File: src/hdl/rwcm_params.svh
`ifndef RWCM_PARAMS_SVH
`define RWCM_PARAMS_SVH
// Register offsets
`define RWCM_OFS_OPTION 8'h39
`define RWCM_OFS_SERVICE 8'h3A
`define RWCM_OFS_STATUS 8'h3B
`define RWCM_OFS_TEST 8'h3E
`define RWCM_OFS_CONFIG 8'h3F
// Field positions
`define RWCM_B_IRQ_EDGE_SELECT 5
`define RWCM_B_DLY 4
`define RWCM_B_CME 3
`define RWCM_B_NOWD 2
`define RWCM_B_DISABLE_RESETS 0
// Reset values and service codes
`define RWCM_OPTION_RST 8'h10
`define RWCM_ARM_CODE 8'h55
`define RWCM_CLEAR_CODE 8'hAA
// Timing, counted in E-clock ticks
`define RWCM_POR_CYC 12'hFE0
`define RWCM_DRIVE_CYC 12'h004
`define RWCM_SETTLE_CYC 12'h002
`define RWCM_WIN_CYC 7'h40
`define RWCM_STOP_CYC 12'hFA0
`define RWCM_FAST_CYC 12'h004
`define RWCM_PRE_MAX 15'h7FFF
// Clock monitor gap: 50 us at an 8 ns system clock
`define RWCM_CLK_NS 8
`define RWCM_CM_GAP_NS 50000
`define RWCM_CM_GAP_CYC (`RWCM_CM_GAP_NS / `RWCM_CLK_NS)
// Reset vectors
`define RWCM_VEC_EXT_N 16'hFFFE
`define RWCM_VEC_CM_N 16'hFFFC
`define RWCM_VEC_WD_N 16'hFFFA
`define RWCM_VEC_EXT_S 16'hBFFE
`define RWCM_VEC_CM_S 16'hBFFC
`define RWCM_VEC_WD_S 16'hBFFA
`endif

File: src/hdl/rwcm_pkg.sv
package rwcm_pkg;
	// Register port request
	typedef struct packed {
		logic [7:0] addr;
		logic [7:0] wdata;
		logic wr;
		logic rd;
	} rwcm_req_t;
	// Reset sequencer states
	typedef enum logic [2:0] {
		SQ_POR = 3'h0,
		SQ_DRIVE = 3'h1,
		SQ_SETTLE = 3'h2,
		SQ_HOLD = 3'h3,
		SQ_RUN = 3'h4
	} rwcm_seq_t;
	// Reset causes
	typedef enum logic [1:0] {
		CS_EXT = 2'h0,
		CS_CM = 2'h1,
		CS_WDOG = 2'h2
	} rwcm_cause_t;
	// Clock halt states
	typedef enum logic [1:0] {
		HS_RUN = 2'h0,
		HS_HALT = 2'h1,
		HS_EXIT = 2'h2
	} rwcm_halt_t;
endpackage : rwcm_pkg

File: src/hdl/rwcm_top.sv
// Local design decisions: the address map and strobed register access.
`timescale 1ns/1ps
`include "rwcm_params.svh"
// Overview of operation
// Protected option bits: once, first 64 cycles
// Option bits 7, 6, 2 read zero
// Irq edge select: 0 level, 1 edge
// Stop exit waits 4000 or four cycles
// Clock monitor resets only when enabled
// Watchdog: E over 2^15, then 1/4/16/64
// Reset clears watchdog rate select
// Four reset sources, three vectors
// Power-on holds 4064 cycles, then pin
// Drive reset pin low four cycles
// Sample pin two cycles after release; code decides on the third E tick after release
// External circuit must not slow pin rise
// Unserviced watchdog forces system reset
// Watchdog on out of reset; disable bit; code sets the disable bit in special mode
// Special modes: disable resets bit gates; code gates the watchdog only, not the monitor
// Write 55 to arm, AA to clear
// Monitor timeout runs independent of bus clock
// Below 10 kHz fails, 200 kHz passes
// Enabled monitor resets during clock halt
// Software clears monitor enable before halt
// Reset aborts, loads cause's vector
// Service register eight bits, resets zero
// Reset sets delay enable, clears monitor
// Vector addresses per mode and cause
// Unarmed AA write leaves counter alone
module rwcm_top #(
	parameter int CM_GAP_CYC = `RWCM_CM_GAP_CYC
) (
	input wire logic sys_clk_i, // System clock, 125 MHz
	input wire logic rst_i, // Power-on reset, async high
	input wire rwcm_pkg::rwcm_req_t req_i, // Register port request
	output logic [7:0] rdata_o, // Read data, cycle after read
	input wire logic e_tick_i, // One pulse per E-clock cycle
	input wire logic osc_ok_i, // Oscillator running, async
	input wire logic mode_special_i, // Special mode strap, async
	input wire logic rst_pin_i, // Reset pin level, async
	output logic rst_pin_o, // Reset pin drive value
	output logic rst_pin_oe_o, // Reset pin drive enable
	input wire logic irq_n_i, // Interrupt request pin, async
	input wire logic irq_ack_i, // CPU took edge interrupt
	output logic irq_req_o, // Interrupt request to CPU
	input wire logic halt_req_i, // CPU executes clock halt
	input wire logic wake_i, // Wake-up request, async
	output logic halted_o, // Clocks halted or restarting
	output logic cpu_reset_o, // CPU held in reset
	output logic [15:0] vector_o // Reset vector address
);
	// Pin synchronisers
	logic [4:0] sy1_reg;
	logic [4:0] sy2_reg;
	always_ff @(posedge sys_clk_i or posedge rst_i) begin
		if (rst_i) begin
			sy1_reg <= 5'h1F;
			sy2_reg <= 5'h1F;
		end else begin
			sy1_reg <= {osc_ok_i, mode_special_i, rst_pin_i, irq_n_i, wake_i};
			sy2_reg <= sy1_reg;
		end
	end
	wire osc_ok = sy2_reg[4];
	wire strap_special = sy2_reg[3];
	wire pin_low = ~sy2_reg[2];
	wire irq_low = ~sy2_reg[1];
	wire wake = sy2_reg[0];

	// State
	rwcm_pkg::rwcm_seq_t st_reg, st_next;
	rwcm_pkg::rwcm_cause_t cause_reg, cause_next;
	rwcm_pkg::rwcm_halt_t hs_reg, hs_next;
	logic [11:0] cnt_reg, cnt_next;
	logic [11:0] hcnt_reg, hcnt_next;
	logic [14:0] pre_reg, pre_next;
	logic [5:0] div_reg, div_next;
	logic [15:0] gap_reg, gap_next;
	logic [6:0] win_reg, win_next;
	logic special_reg, armed_reg, opt_once_reg, cfg_once_reg;
	logic irq_edge_select_reg, dly_reg, cme_reg, nowd_reg, disable_resets_reg, irq_pend_reg;
	logic [1:0] rate_reg;
	logic [7:0] svc_reg;

	// Clock ticks stop while halted; the exit delay needs the oscillator
	wire halted = (hs_reg == rwcm_pkg::HS_HALT);
	wire tick = e_tick_i & ~halted;
	wire running = (st_reg == rwcm_pkg::SQ_RUN);
	wire in_rst = ~running;

	// Register decode
	wire wr_opt = req_i.wr & (req_i.addr == `RWCM_OFS_OPTION);
	wire wr_svc = req_i.wr & (req_i.addr == `RWCM_OFS_SERVICE);
	wire wr_test = req_i.wr & (req_i.addr == `RWCM_OFS_TEST);
	wire wr_cfg = req_i.wr & (req_i.addr == `RWCM_OFS_CONFIG);
	wire win_open = (win_reg < `RWCM_WIN_CYC);
	wire opt_prot_ok = special_reg | (win_open & ~opt_once_reg);
	wire cfg_prot_ok = special_reg | (win_open & ~cfg_once_reg);
	wire svc_arm = wr_svc & (req_i.wdata == `RWCM_ARM_CODE);
	wire svc_clear = wr_svc & (req_i.wdata == `RWCM_CLEAR_CODE) & armed_reg;

	// Watchdog: prescaler then rate divider
	wire wd_en = running & ~nowd_reg & ~(special_reg & disable_resets_reg);
	wire pre_wrap = tick & (pre_reg == `RWCM_PRE_MAX);
	logic [5:0] div_limit;
	always_comb begin
		unique case (rate_reg)
			2'h0: div_limit = 6'h00;
			2'h1: div_limit = 6'h03;
			2'h2: div_limit = 6'h0F;
			2'h3: div_limit = 6'h3F;
		endcase
	end
	wire wd_fire = wd_en & pre_wrap & (div_reg == div_limit);

	// Clock monitor: a gap in E ticks longer than the limit trips it.
	// The limit sits between the 5 us and 100 us periods, so clocks
	// above 200 kHz never trip and below 10 kHz always do.
	wire cm_fire = running & cme_reg & (gap_reg == 16'(CM_GAP_CYC - 1));

	// Reset sequencer
	always_comb begin
		st_next = st_reg;
		cause_next = cause_reg;
		cnt_next = cnt_reg;
		unique case (st_reg)
			rwcm_pkg::SQ_POR: begin
				if (!osc_ok) begin
					cnt_next = 12'h000;
				end else if (e_tick_i) begin
					cnt_next = cnt_reg + 12'h001;
					if (cnt_reg == `RWCM_POR_CYC - 12'h001) begin
						st_next = pin_low ? rwcm_pkg::SQ_HOLD : rwcm_pkg::SQ_RUN;
					end
				end
			end
			rwcm_pkg::SQ_DRIVE: begin
				if (e_tick_i) begin
					cnt_next = cnt_reg + 12'h001;
					if (cnt_reg == `RWCM_DRIVE_CYC - 12'h001) begin
						st_next = rwcm_pkg::SQ_SETTLE;
						cnt_next = 12'h000;
					end
				end
			end
			// The pin synchroniser lags two edges, so the decision waits one
			// more tick; otherwise the drive-low level still in the flops
			// would make every internal reset look external.
			rwcm_pkg::SQ_SETTLE: begin
				if (e_tick_i) begin
					cnt_next = cnt_reg + 12'h001;
					if (cnt_reg == `RWCM_SETTLE_CYC) begin
						if (pin_low) begin
							st_next = rwcm_pkg::SQ_HOLD;
							cause_next = rwcm_pkg::CS_EXT;
						end else begin
							st_next = rwcm_pkg::SQ_RUN;
						end
					end
				end
			end
			rwcm_pkg::SQ_HOLD: begin
				if (!pin_low) begin
					st_next = rwcm_pkg::SQ_RUN;
				end
			end
			rwcm_pkg::SQ_RUN: begin
				cnt_next = 12'h000;
				if (pin_low | wd_fire | cm_fire) begin
					st_next = rwcm_pkg::SQ_DRIVE;
				end
				if (pin_low) begin
					cause_next = rwcm_pkg::CS_EXT;
				end else if (wd_fire) begin
					cause_next = rwcm_pkg::CS_WDOG;
				end else if (cm_fire) begin
					cause_next = rwcm_pkg::CS_CM;
				end
			end
			default: begin
				st_next = rwcm_pkg::SQ_POR;
				cnt_next = 12'h000;
			end
		endcase
	end

	// Clock halt and restart; delay length picked by the delay enable bit
	wire [11:0] exit_len = dly_reg ? `RWCM_STOP_CYC : `RWCM_FAST_CYC;
	always_comb begin
		hs_next = hs_reg;
		hcnt_next = hcnt_reg;
		unique case (hs_reg)
			rwcm_pkg::HS_RUN: begin
				hcnt_next = 12'h000;
				if (halt_req_i & running) begin
					hs_next = rwcm_pkg::HS_HALT;
				end
			end
			rwcm_pkg::HS_HALT: begin
				if (wake) begin
					hs_next = rwcm_pkg::HS_EXIT;
				end
			end
			rwcm_pkg::HS_EXIT: begin
				if (e_tick_i) begin
					hcnt_next = hcnt_reg + 12'h001;
					if (hcnt_reg == exit_len - 12'h001) begin
						hs_next = rwcm_pkg::HS_RUN;
					end
				end
			end
			default: begin
				hs_next = rwcm_pkg::HS_RUN;
			end
		endcase
	end

	// Watchdog, monitor and window counters
	always_comb begin
		pre_next = tick ? pre_reg + 15'h0001 : pre_reg;
		div_next = pre_wrap ? div_reg + 6'h01 : div_reg;
		if (in_rst | svc_clear | wd_fire) begin
			pre_next = 15'h0000;
			div_next = 6'h00;
		end
		gap_next = (tick | ~cme_reg | in_rst) ? 16'h0000 : gap_reg + 16'h0001;
		win_next = in_rst ? 7'h00 : win_reg + {6'h00, tick & win_open};
	end

	// Vector select: cause and mode pick one of six addresses
	logic [15:0] vec_sel;
	always_comb begin
		unique case (cause_next)
			rwcm_pkg::CS_CM: vec_sel = special_reg ? `RWCM_VEC_CM_S : `RWCM_VEC_CM_N;
			rwcm_pkg::CS_WDOG: vec_sel = special_reg ? `RWCM_VEC_WD_S : `RWCM_VEC_WD_N;
			default: vec_sel = special_reg ? `RWCM_VEC_EXT_S : `RWCM_VEC_EXT_N;
		endcase
	end

	// Read mux; unimplemented and unmapped bits read zero
	wire [7:0] opt_rd = {2'h0, irq_edge_select_reg, dly_reg, cme_reg, 1'b0, rate_reg};
	logic [7:0] rd_sel;
	always_comb begin
		unique case (req_i.addr)
			`RWCM_OFS_OPTION: rd_sel = opt_rd;
			`RWCM_OFS_STATUS: rd_sel = {4'h0, win_open, special_reg, cause_reg};
			`RWCM_OFS_TEST: rd_sel = {7'h00, disable_resets_reg};
			`RWCM_OFS_CONFIG: rd_sel = {5'h00, nowd_reg, 2'h0};
			default: rd_sel = 8'h00;
		endcase
	end

	// Interrupt: level passes through, edge mode latches a falling edge
	logic irq_prev_reg;
	wire irq_fall = irq_low & ~irq_prev_reg;
	wire irq_req = irq_edge_select_reg ? irq_pend_reg : irq_low;

	// Sequencer, counters and outputs
	always_ff @(posedge sys_clk_i or posedge rst_i) begin
		if (rst_i) begin
			st_reg <= rwcm_pkg::SQ_POR;
			cause_reg <= rwcm_pkg::CS_EXT;
			hs_reg <= rwcm_pkg::HS_RUN;
			cnt_reg <= 12'h000;
			hcnt_reg <= 12'h000;
			pre_reg <= 15'h0000;
			div_reg <= 6'h00;
			gap_reg <= 16'h0000;
			win_reg <= 7'h00;
			rdata_o <= 8'h00;
			rst_pin_oe_o <= 1'b0;
			cpu_reset_o <= 1'b1;
			vector_o <= `RWCM_VEC_EXT_N;
			halted_o <= 1'b0;
			irq_req_o <= 1'b0;
		end else begin
			st_reg <= st_next;
			cause_reg <= cause_next;
			hs_reg <= in_rst ? rwcm_pkg::HS_RUN : hs_next;
			cnt_reg <= cnt_next;
			hcnt_reg <= hcnt_next;
			pre_reg <= pre_next;
			div_reg <= div_next;
			gap_reg <= gap_next;
			win_reg <= win_next;
			rdata_o <= req_i.rd ? rd_sel : 8'h00;
			rst_pin_oe_o <= (st_next == rwcm_pkg::SQ_DRIVE);
			cpu_reset_o <= (st_next != rwcm_pkg::SQ_RUN);
			vector_o <= vec_sel;
			halted_o <= (hs_next != rwcm_pkg::HS_RUN) & ~in_rst;
			irq_req_o <= irq_req;
		end
	end
	assign rst_pin_o = 1'b0;

	// Control registers; every reset sequence reloads them, mode taken
	// from the strap while reset is held
	always_ff @(posedge sys_clk_i or posedge rst_i) begin
		if (rst_i) begin
			special_reg <= 1'b0;
			irq_edge_select_reg <= 1'b0;
			dly_reg <= 1'b1;
			cme_reg <= 1'b0;
			rate_reg <= 2'h0;
			nowd_reg <= 1'b0;
			disable_resets_reg <= 1'b0;
			opt_once_reg <= 1'b0;
			cfg_once_reg <= 1'b0;
			armed_reg <= 1'b0;
			svc_reg <= 8'h00;
		end else if (in_rst) begin
			special_reg <= strap_special;
			irq_edge_select_reg <= 1'b0;
			dly_reg <= 1'b1;
			cme_reg <= 1'b0;
			rate_reg <= 2'h0;
			nowd_reg <= strap_special;
			disable_resets_reg <= strap_special;
			opt_once_reg <= 1'b0;
			cfg_once_reg <= 1'b0;
			armed_reg <= 1'b0;
			svc_reg <= 8'h00;
		end else begin
			if (wr_opt) begin
				cme_reg <= req_i.wdata[`RWCM_B_CME];
				opt_once_reg <= 1'b1;
			end
			if (wr_opt & opt_prot_ok) begin
				irq_edge_select_reg <= req_i.wdata[`RWCM_B_IRQ_EDGE_SELECT];
				dly_reg <= req_i.wdata[`RWCM_B_DLY];
				rate_reg <= req_i.wdata[1:0];
			end
			if (wr_cfg) begin
				cfg_once_reg <= 1'b1;
			end
			if (wr_cfg & cfg_prot_ok) begin
				nowd_reg <= req_i.wdata[`RWCM_B_NOWD];
			end
			if (wr_test & special_reg) begin
				disable_resets_reg <= req_i.wdata[`RWCM_B_DISABLE_RESETS];
			end
			if (wr_svc) begin
				svc_reg <= req_i.wdata;
			end
			if (svc_arm) begin
				armed_reg <= 1'b1;
			end else if (svc_clear) begin
				armed_reg <= 1'b0;
			end
		end
	end

	// Edge latch; a new edge in the acknowledge cycle wins
	always_ff @(posedge sys_clk_i or posedge rst_i) begin
		if (rst_i) begin
			irq_prev_reg <= 1'b0;
			irq_pend_reg <= 1'b0;
		end else begin
			irq_prev_reg <= irq_low;
			irq_pend_reg <= irq_fall | (irq_pend_reg & ~irq_ack_i & irq_edge_select_reg);
		end
	end

	// E ticks seen while the pin is driven, for the drive length check
	logic [11:0] drv_ticks_reg;
	always_ff @(posedge sys_clk_i or posedge rst_i) begin
		if (rst_i) begin
			drv_ticks_reg <= 12'h000;
		end else if (rst_pin_oe_o) begin
			drv_ticks_reg <= drv_ticks_reg + {11'h000, e_tick_i};
		end else begin
			drv_ticks_reg <= 12'h000;
		end
	end
endmodule : rwcm_top

File: config.mk
export PLATFORM = sky130hd
export DESIGN_NAME = rwcm_top
export DESIGN_NICKNAME = d
export VERILOG_FILES = /design/src/hdl/rwcm_pkg.sv /design/src/hdl/rwcm_top.sv
export VERILOG_INCLUDE_DIRS = /design/src /design/src/hdl
export SDC_FILE = /design/constraint.sdc
export NUM_CORES = 1
export LEC_CHECK = 0
export BUFFER_PORTS_ARGS = -buffer_cell sky130_fd_sc_hd__clkbuf_2
export CAP_MARGIN = 20
export CORE_MARGIN = 3
export CORE_UTILIZATION = 36
export CTS_CLUSTER_SIZE = 30
export DETAILED_ROUTE_END_ITERATION = 6
export PLACE_DENSITY_LB_ADDON = 0.08
export RECOVER_POWER = 25
export SLEW_MARGIN = 10
export SYNTH_ARGS = -nofsm -noshare
export SYNTH_HDL_FRONTEND = slang
export SYNTH_SLANG_ARGS = --single-unit
File: constraint.sdc
create_clock -name sys_clk_i -period 4.2 [get_ports sys_clk_i]
set_input_delay 0.42 -clock sys_clk_i [delete_from_list [all_inputs] [get_ports sys_clk_i]]
set_output_delay 0.42 -clock sys_clk_i [all_outputs]
set_load 0.01 [all_outputs]
==> results of run 1 <==
## final timing paths
check                                 from          end  slack [ps]  cells past startpoint
worst min register to register  sy1_reg[0]   sy2_reg[0]         360                      0
worst min-delay path              osc_ok_i   sy1_reg[4]         140                      1
min in group asynchronous            rst_i  hcnt_reg[0]         590                      2
max in group asynchronous            rst_i  cpu_reset_o        2340                      3
worst max-delay path             st_reg[2]   pre_reg[6]        1560                      6
worst max register to register   st_reg[2]   pre_reg[6]        1560                      6
## metrics by stage
step	instances	setup WS, ps	total power (µW)	hold WS, ps	instance area, µm²
finish	832	1558	2061	142.7	6294
global route	832	1314	2150	123.6	6294
CTS	832	1583	2103	123.4	6296
detailed placement	816	1535	1195	346.8	5987
global placement	816	1643	1194	345.8	5987
floorplan	593	874.2	1169	345.2	5682
## layout make-up
| type | count | area [µm²] | area share (%) |
|---|---|---|---|
| inverter | 16 | 61.31 | 0.9742 |
| clock buffer | 12 | 256.5 | 4.076 |
| tap | 211 | 264.0 | 4.195 |
| sequential | 111 | 2796 | 44.43 |
| clock inverter | 4 | 52.55 | 0.8350 |
| timing repair buffer | 44 | 229.0 | 3.638 |
| multi-input combinational | 434 | 2634 | 41.85 |
## routing by layer
layer	track usage [%]	vias to the layer above	share of wire, %
li1	-	2087	-
met1	20.41	2044	48
met2	24.13	90	47
met3	3.902	15	4.3
met4	4.235	0	1.4
met5	0	-	0
## critical path, cell delays in order (launching register included)
cell	delay, ps
dfrtp_1	550
nor3b_1	240
buf_4	210
nand4b_1	120
nor4_1	590
a21o_1	660
nor2_1	120
## cell families after synthesis
kind of cell	after synthesis
buffers and inverters	48
XOR/XNOR	45
adder cells (fa/ha/maj)	9
multiplexers	12
AND/OR/NAND/NOR	273
flip-flops	111
other	2
AO/OA/AOI/OAI	79
## placed cells by master, fill, tap and decap left out, types with 11 or more instances in the layout
| cell type | instances |
|---|---|
| nand2_1 | 41 |
| a21oi_1 | 23 |
| nand3_1 | 28 |
| o21ai_0 | 15 |
| nand4_1 | 17 |
| xnor2_1 | 26 |
| nor4_1 | 11 |
| dfstp_2 | 14 |
| conb_1 | 16 |
| dfrtp_1 | 96 |
| xor2_1 | 19 |
| inv_1 | 15 |
| clkbuf_2 | 39 |
| nor2_1 | 89 |
| nor3_1 | 20 |
## power breakdown
part	internal [µW]	switching [µW]	total (µW)
clock network	498	391	889
logic	24.5	57.2	81.7
registers	1080	7.37	1090
total	1610	455	2060
==> impl_metrics.csv, run 1 <==
group,metric,value,unit
status,outcome,"finished, violations left",
status,violations,"capacitance limit, slew limit",
synth,synth-warning-count,0,
synth,synth_area,5629,µm²
placed_design,portBuffers,40,
global_routing,grt_pass1_wl,20630,µm
drt,avgRoutedWirePerCell,14.66,µm
layout,area_delta_synth_final,11.80,%
cts,root_buffer,"clkbuf_16",
placed_design,hpwlAfterDp,8751,µm
global_routing,grt_max_degree,50,
synth,synth_edf_count,0,
setup_path,path_class,"flop to flop",
synth,synth_top_family_by_area,"simple AND/OR/NAND/NOR gates",
layout,nets,653,
power_and_ir_drop,worst_ir_drop_vdd,0.2057,mV
drt,dr.pass1.iters,4,
global_routing,grt_pass1_vias,4054,
synth,synthMostInstantiatedCell,"dfrtp_1",
die,fp.dieW,131.0,µm
layout,largest_register_ffs,16,
synth,synth-xor-area-share,7.002,%
setup_path,cp_data_arrival_time,2850,ps
worst_hold_path,hp-class,"input port to flop",
synth,synth_cell_types,64,
die,dieHeight,131.0,µm
setup_path,cp-end-kind,"flop",
sta,setup_tns,0,ps
global_routing,antenna_found_initial,0,
synth,ys_seq_area_share,49.68,%
sta,period_needed,2642,ps
die,core_area,15260,µm²
power_and_ir_drop,power_leakage,0.002582,µW
synth,synth_top_area_share,42.68,%
layout,drive_above_1_share,13.69,%
job,maxCapViolations,1,
cts,cts_resized,0,
drt,routed_via_density,5.091,
cts,cts_tree,"built",
sta,max_slew_margin,-42.04,%
layout,num-fill-cells,1514,
synth,yosys-top-cells-area,"dfrtp_1, dfstp_2, nor2_1",
drt,vias,4236,
cts,postCtsSetupBuffers,0,
sta,maxSlewViolCount,50,
synth,async_flop_share,100.0,%
placed_design,place_congestion,0.8666,
synth,ys_ff_latch,111,
sta,setup_viol,0,
die,boundaryPins,57,
drt,drc_errors,0,
setup_path,worstPathRequired,4410,ps
synth,synth_top_cells_by_count,"dfrtp_1, nor2_1, nand2_1",
sta,worstMarginPinSlew,2119,ps
setup_path,cp_max_fo,20,
drt,ant_nets,0,
sta,rsz0062_at_grt,"false",
die,die_area,17170,µm²
synth,avgSynthCellArea,9.722,µm²
global_routing,grt_overflow,0,
die,num_rows,45,
global_routing,grt_util_all_layers,15.12,%
synth,synthMuxAreaShare,2.178,%
power_and_ir_drop,p_per_area,327.4,nW/µm²
drt,drt_iter0_drc,158,
synth,synthSimpleGateAreaFrac,25.36,%
cts,cts-hold-fix-buffers,0,
cts,cts.path.max_buffers,2,
die,start_util,36.89,%
cts,clk_pin_slew,70,ps
synth,yosys.area_share.adder,2.000,%
drt,routed_wl,12200,µm
layout,antenna_cells,0,
synth,synth_ff_type,"dfrtp_1",
cts,htreeDepth,3,
cts,cts.sinks,111,
sta,clock_skew,7.232,ps
cts,insertion_delay,350,ps
synth,synth_area_leader_cell,"dfrtp_1",
sta,fin_crit_sh,62.90,%
layout,fin_util,41.25,%
setup_path,critPathLaunchType,"flop",
synth,synth_compound_area_share,9.180,%
synth,syn-instance-count,579,
cts,numCtsBuffers,9,
sta,hold_viol,0,
sta,fmax,0.3785,GHz
No activity file was read; power rests on OpenSTA's default activity.
==> inputs of run 2 (changes only) <==
Clock period 4.2 ns to 2.4 ns, I/O delays scaled along.
==> run 2 against run 1 <==
The run now ends clean; sequential power is 75% higher; clock skew is 1.1 ps higher; combinational power is 88% higher; utilization is 0.78 points higher; sequential share of layout area is 0.82 points lower; wire length is 3.0% higher; non-clock buffer count is 18 higher; register-to-register slack worse by 1200 ps; flip-flop and latch count stayed put; largest power group unchanged; first-iteration DRC count is 86% higher; die area stayed put; worst hold slack worse by 15 ps; critical endpoint is now div_reg[5]; largest cell class unchanged.
==> impl_metrics.csv, run 2 (same netlist as run 1, synthesis figures left out) <==
group,metric,value,unit
placed_design,dpl_cell_area,6091,µm²
layout,area_delta_synth_final,13.91,%
setup_path,cp_max_fo,8,
drt,ant_nets,0,
drt,avgRoutedWirePerCell,14.78,µm
layout,final_common_cell,"dfrtp_1",
global_routing,grt_util_all_layers,15.45,%
power_and_ir_drop,seq_power_share,53.5,%
die,core_area,15260,µm²
setup_path,cp_slowest_cell,"or4_4",
placed_design,dp_slack,354.4,ps
power_and_ir_drop,power_leakage,0.002620,µW
global_routing,grt_overflow,0,
drt,wl_met1,6338,µm
cts,cts_resized,0,
power_and_ir_drop,power_switching_share,21.91,%
layout,final_cell_mix,"dfrtp_1, nor2_1, nand2_1, clkbuf_2, nand3_1",
power_and_ir_drop,switchingPower,780.9,µW
setup_path,r2r-start,"pre_reg[3]",
layout,antenna_cells,0,
setup_path,path_class,"flop to flop",
sta,setup_viol,0,
setup_path,critPathMaxStageDelay,520,ps
power_and_ir_drop,p_comb_share,4.3,%
drt,drt_iter0_drc,294,
sta,clock_skew,8.292,ps
drt,route.top_layer_used,"met4",
sta,fmax,0.4872,GHz
placed_design,hpwlAfterDp,8925,µm
worst_hold_path,worstHoldEndpoint,"rdata_o[2]",
cts,clk_pin_slew,70,ps
power_and_ir_drop,worst_ir_drop_vdd,0.3069,mV
power_and_ir_drop,p_int,2783,µW
die,fp.dieW,131.0,µm
setup_path,cp_num_buf_inv,0,
drt,vias,4346,
cts,cts.sinks,111,
die,boundaryPins,57,
setup_path,cpLargestDelayFamily,"simple AND/OR/NAND/NOR gates",
setup_path,r2r_slack,350,ps
drt,met3_length,633,µm
global_routing,grt_pass1_vias,4227,
drt,routed_via_density,5.113,
sta,hold_viol,0,
drt,dr.pass1.iters,4,
sta,fin_crit_sh,85.53,%
sta,setup_slack,347.3,ps
die,die_area,17170,µm²
placed_design,portBuffers,40,
drt,routed_wl,12560,µm
die,dieHeight,131.0,µm
global_routing,grt_pass1_wl,21040,µm
setup_path,crit_chain,"and4_4, nand4_4, or4_4, or4_4, a21oi_2",
sta,rsz0062_at_grt,"false",
sta,setup_tns,0,ps
drt,drc_errors,0,
setup_path,cp-end-kind,"flop",
cts,numCtsBuffers,9,
sta,worstMarginPinSlew,941.3,ps
layout,largest_register_ffs,16,
global_routing,antenna_found_initial,0,
power_and_ir_drop,clkPwrFrac,42.2,%
drt,wl_met2,5447,µm
sta,max_slew_margin,37.25,%
cts,root_buffer,"clkbuf_16",
cts,htreeDepth,3,
worst_hold_path,hold_depth,2,
setup_path,worstPathRequired,2690,ps
setup_path,cpMostUsedCell,"or4_4",
sta,whs,127.8,ps
worst_hold_path,hp-class,"input port to flop",
job,maxCapViolations,0,
placed_design,place_congestion,0.8110,
worst_hold_path,min_from,"req_i[16]",
setup_path,r2r_end,"div_reg[5]",
setup_path,reg2reg_depth,5,
cts,cts_tree,"built",
setup_path,cp_data_arrival_time,2340,ps
global_routing,grt_max_degree,69,
cts,insertion_delay,350,ps
layout,drive_above_1_share,13.15,%
die,num_rows,45,
cts,cts.path.max_buffers,2,
layout,nets,671,
status,outcome,"complete, no violations",
power_and_ir_drop,p_per_area,555.8,nW/µm²
setup_path,critPathLaunchType,"flop",
sta,maxSlewViolCount,0,
layout,final_area,6412,µm²
die,start_util,36.89,%
sta,period_needed,2053,ps
-- run 2: changes by cell type in the layout (fill, tap and decap cells not counted), sizes merged --
cell	previous run	this run
clkbuf	52	55
clkinv	2	1
inv	16	15
clkinvlp	1	2
buf	4	14
dlygate4sd3	0	6
-- run 2: cell type report --
type	instances	area [µm²]
fill	1499	8846
inverter	16	61.31
sequential	111	2796
clock buffer	13	250.2
clock inverter	3	42.54
multi-input combinational	434	2634
timing repair buffer	62	364.1
tap	211	264.0
-- run 2: how the worst max path moves through the flow --
| stage | from | end | cells after the start |
|---|---|---|---|
| after CTS | pre_reg[3] | div_reg[5] | 5 |
| after global routing | rst_i | cnt_reg[1] | 4 |
| after detailed placement | pre_reg[3] | div_reg[5] | 5 |
| final | pre_reg[3] | div_reg[5] | 5 |
| after global placement | pre_reg[3] | div_reg[5] | 5 |
| after floorplan | hs_reg[1] | div_reg[5] | 6 |
-- run 2: metal layers --
| metal | GRT usage (%) | vias up |
|---|---|---|
| li1 | - | 2124 |
| met1 | 22.15 | 2116 |
| met3 | 4.309 | 10 |
| met5 | 0 | - |
| met4 | 3.993 | 0 |
| met2 | 23.09 | 96 |
-- run 2: stage by stage --
stage	util, %	total power [µW]	instances
3_3_place_gp	39.92	2094	828
5_1_grt	42.03	3723	850
2_1_floorplan	-	2047	593
6_report	42.03	3564	850
3_5_place_dp	39.92	2097	828
4_1_cts	42.23	3630	850
-- run 2: repair_timing --
item,CTS,global route
endpoints found under the setup margin,0,0
buffers inserted,0,0
hold buffers,6,0
endpoints found under the hold margin,18,0
-- run 2: power by group through the flow --
stage          sequential, µW  clock, µW  combinational, µW
6_report                 1910       1500                154
5_1_grt                  1910       1640                178
4_1_cts                  1910       1560                162
3_5_place_dp             1940          0                153
3_3_place_gp             1940          0                151
2_1_floorplan            1940          0                107
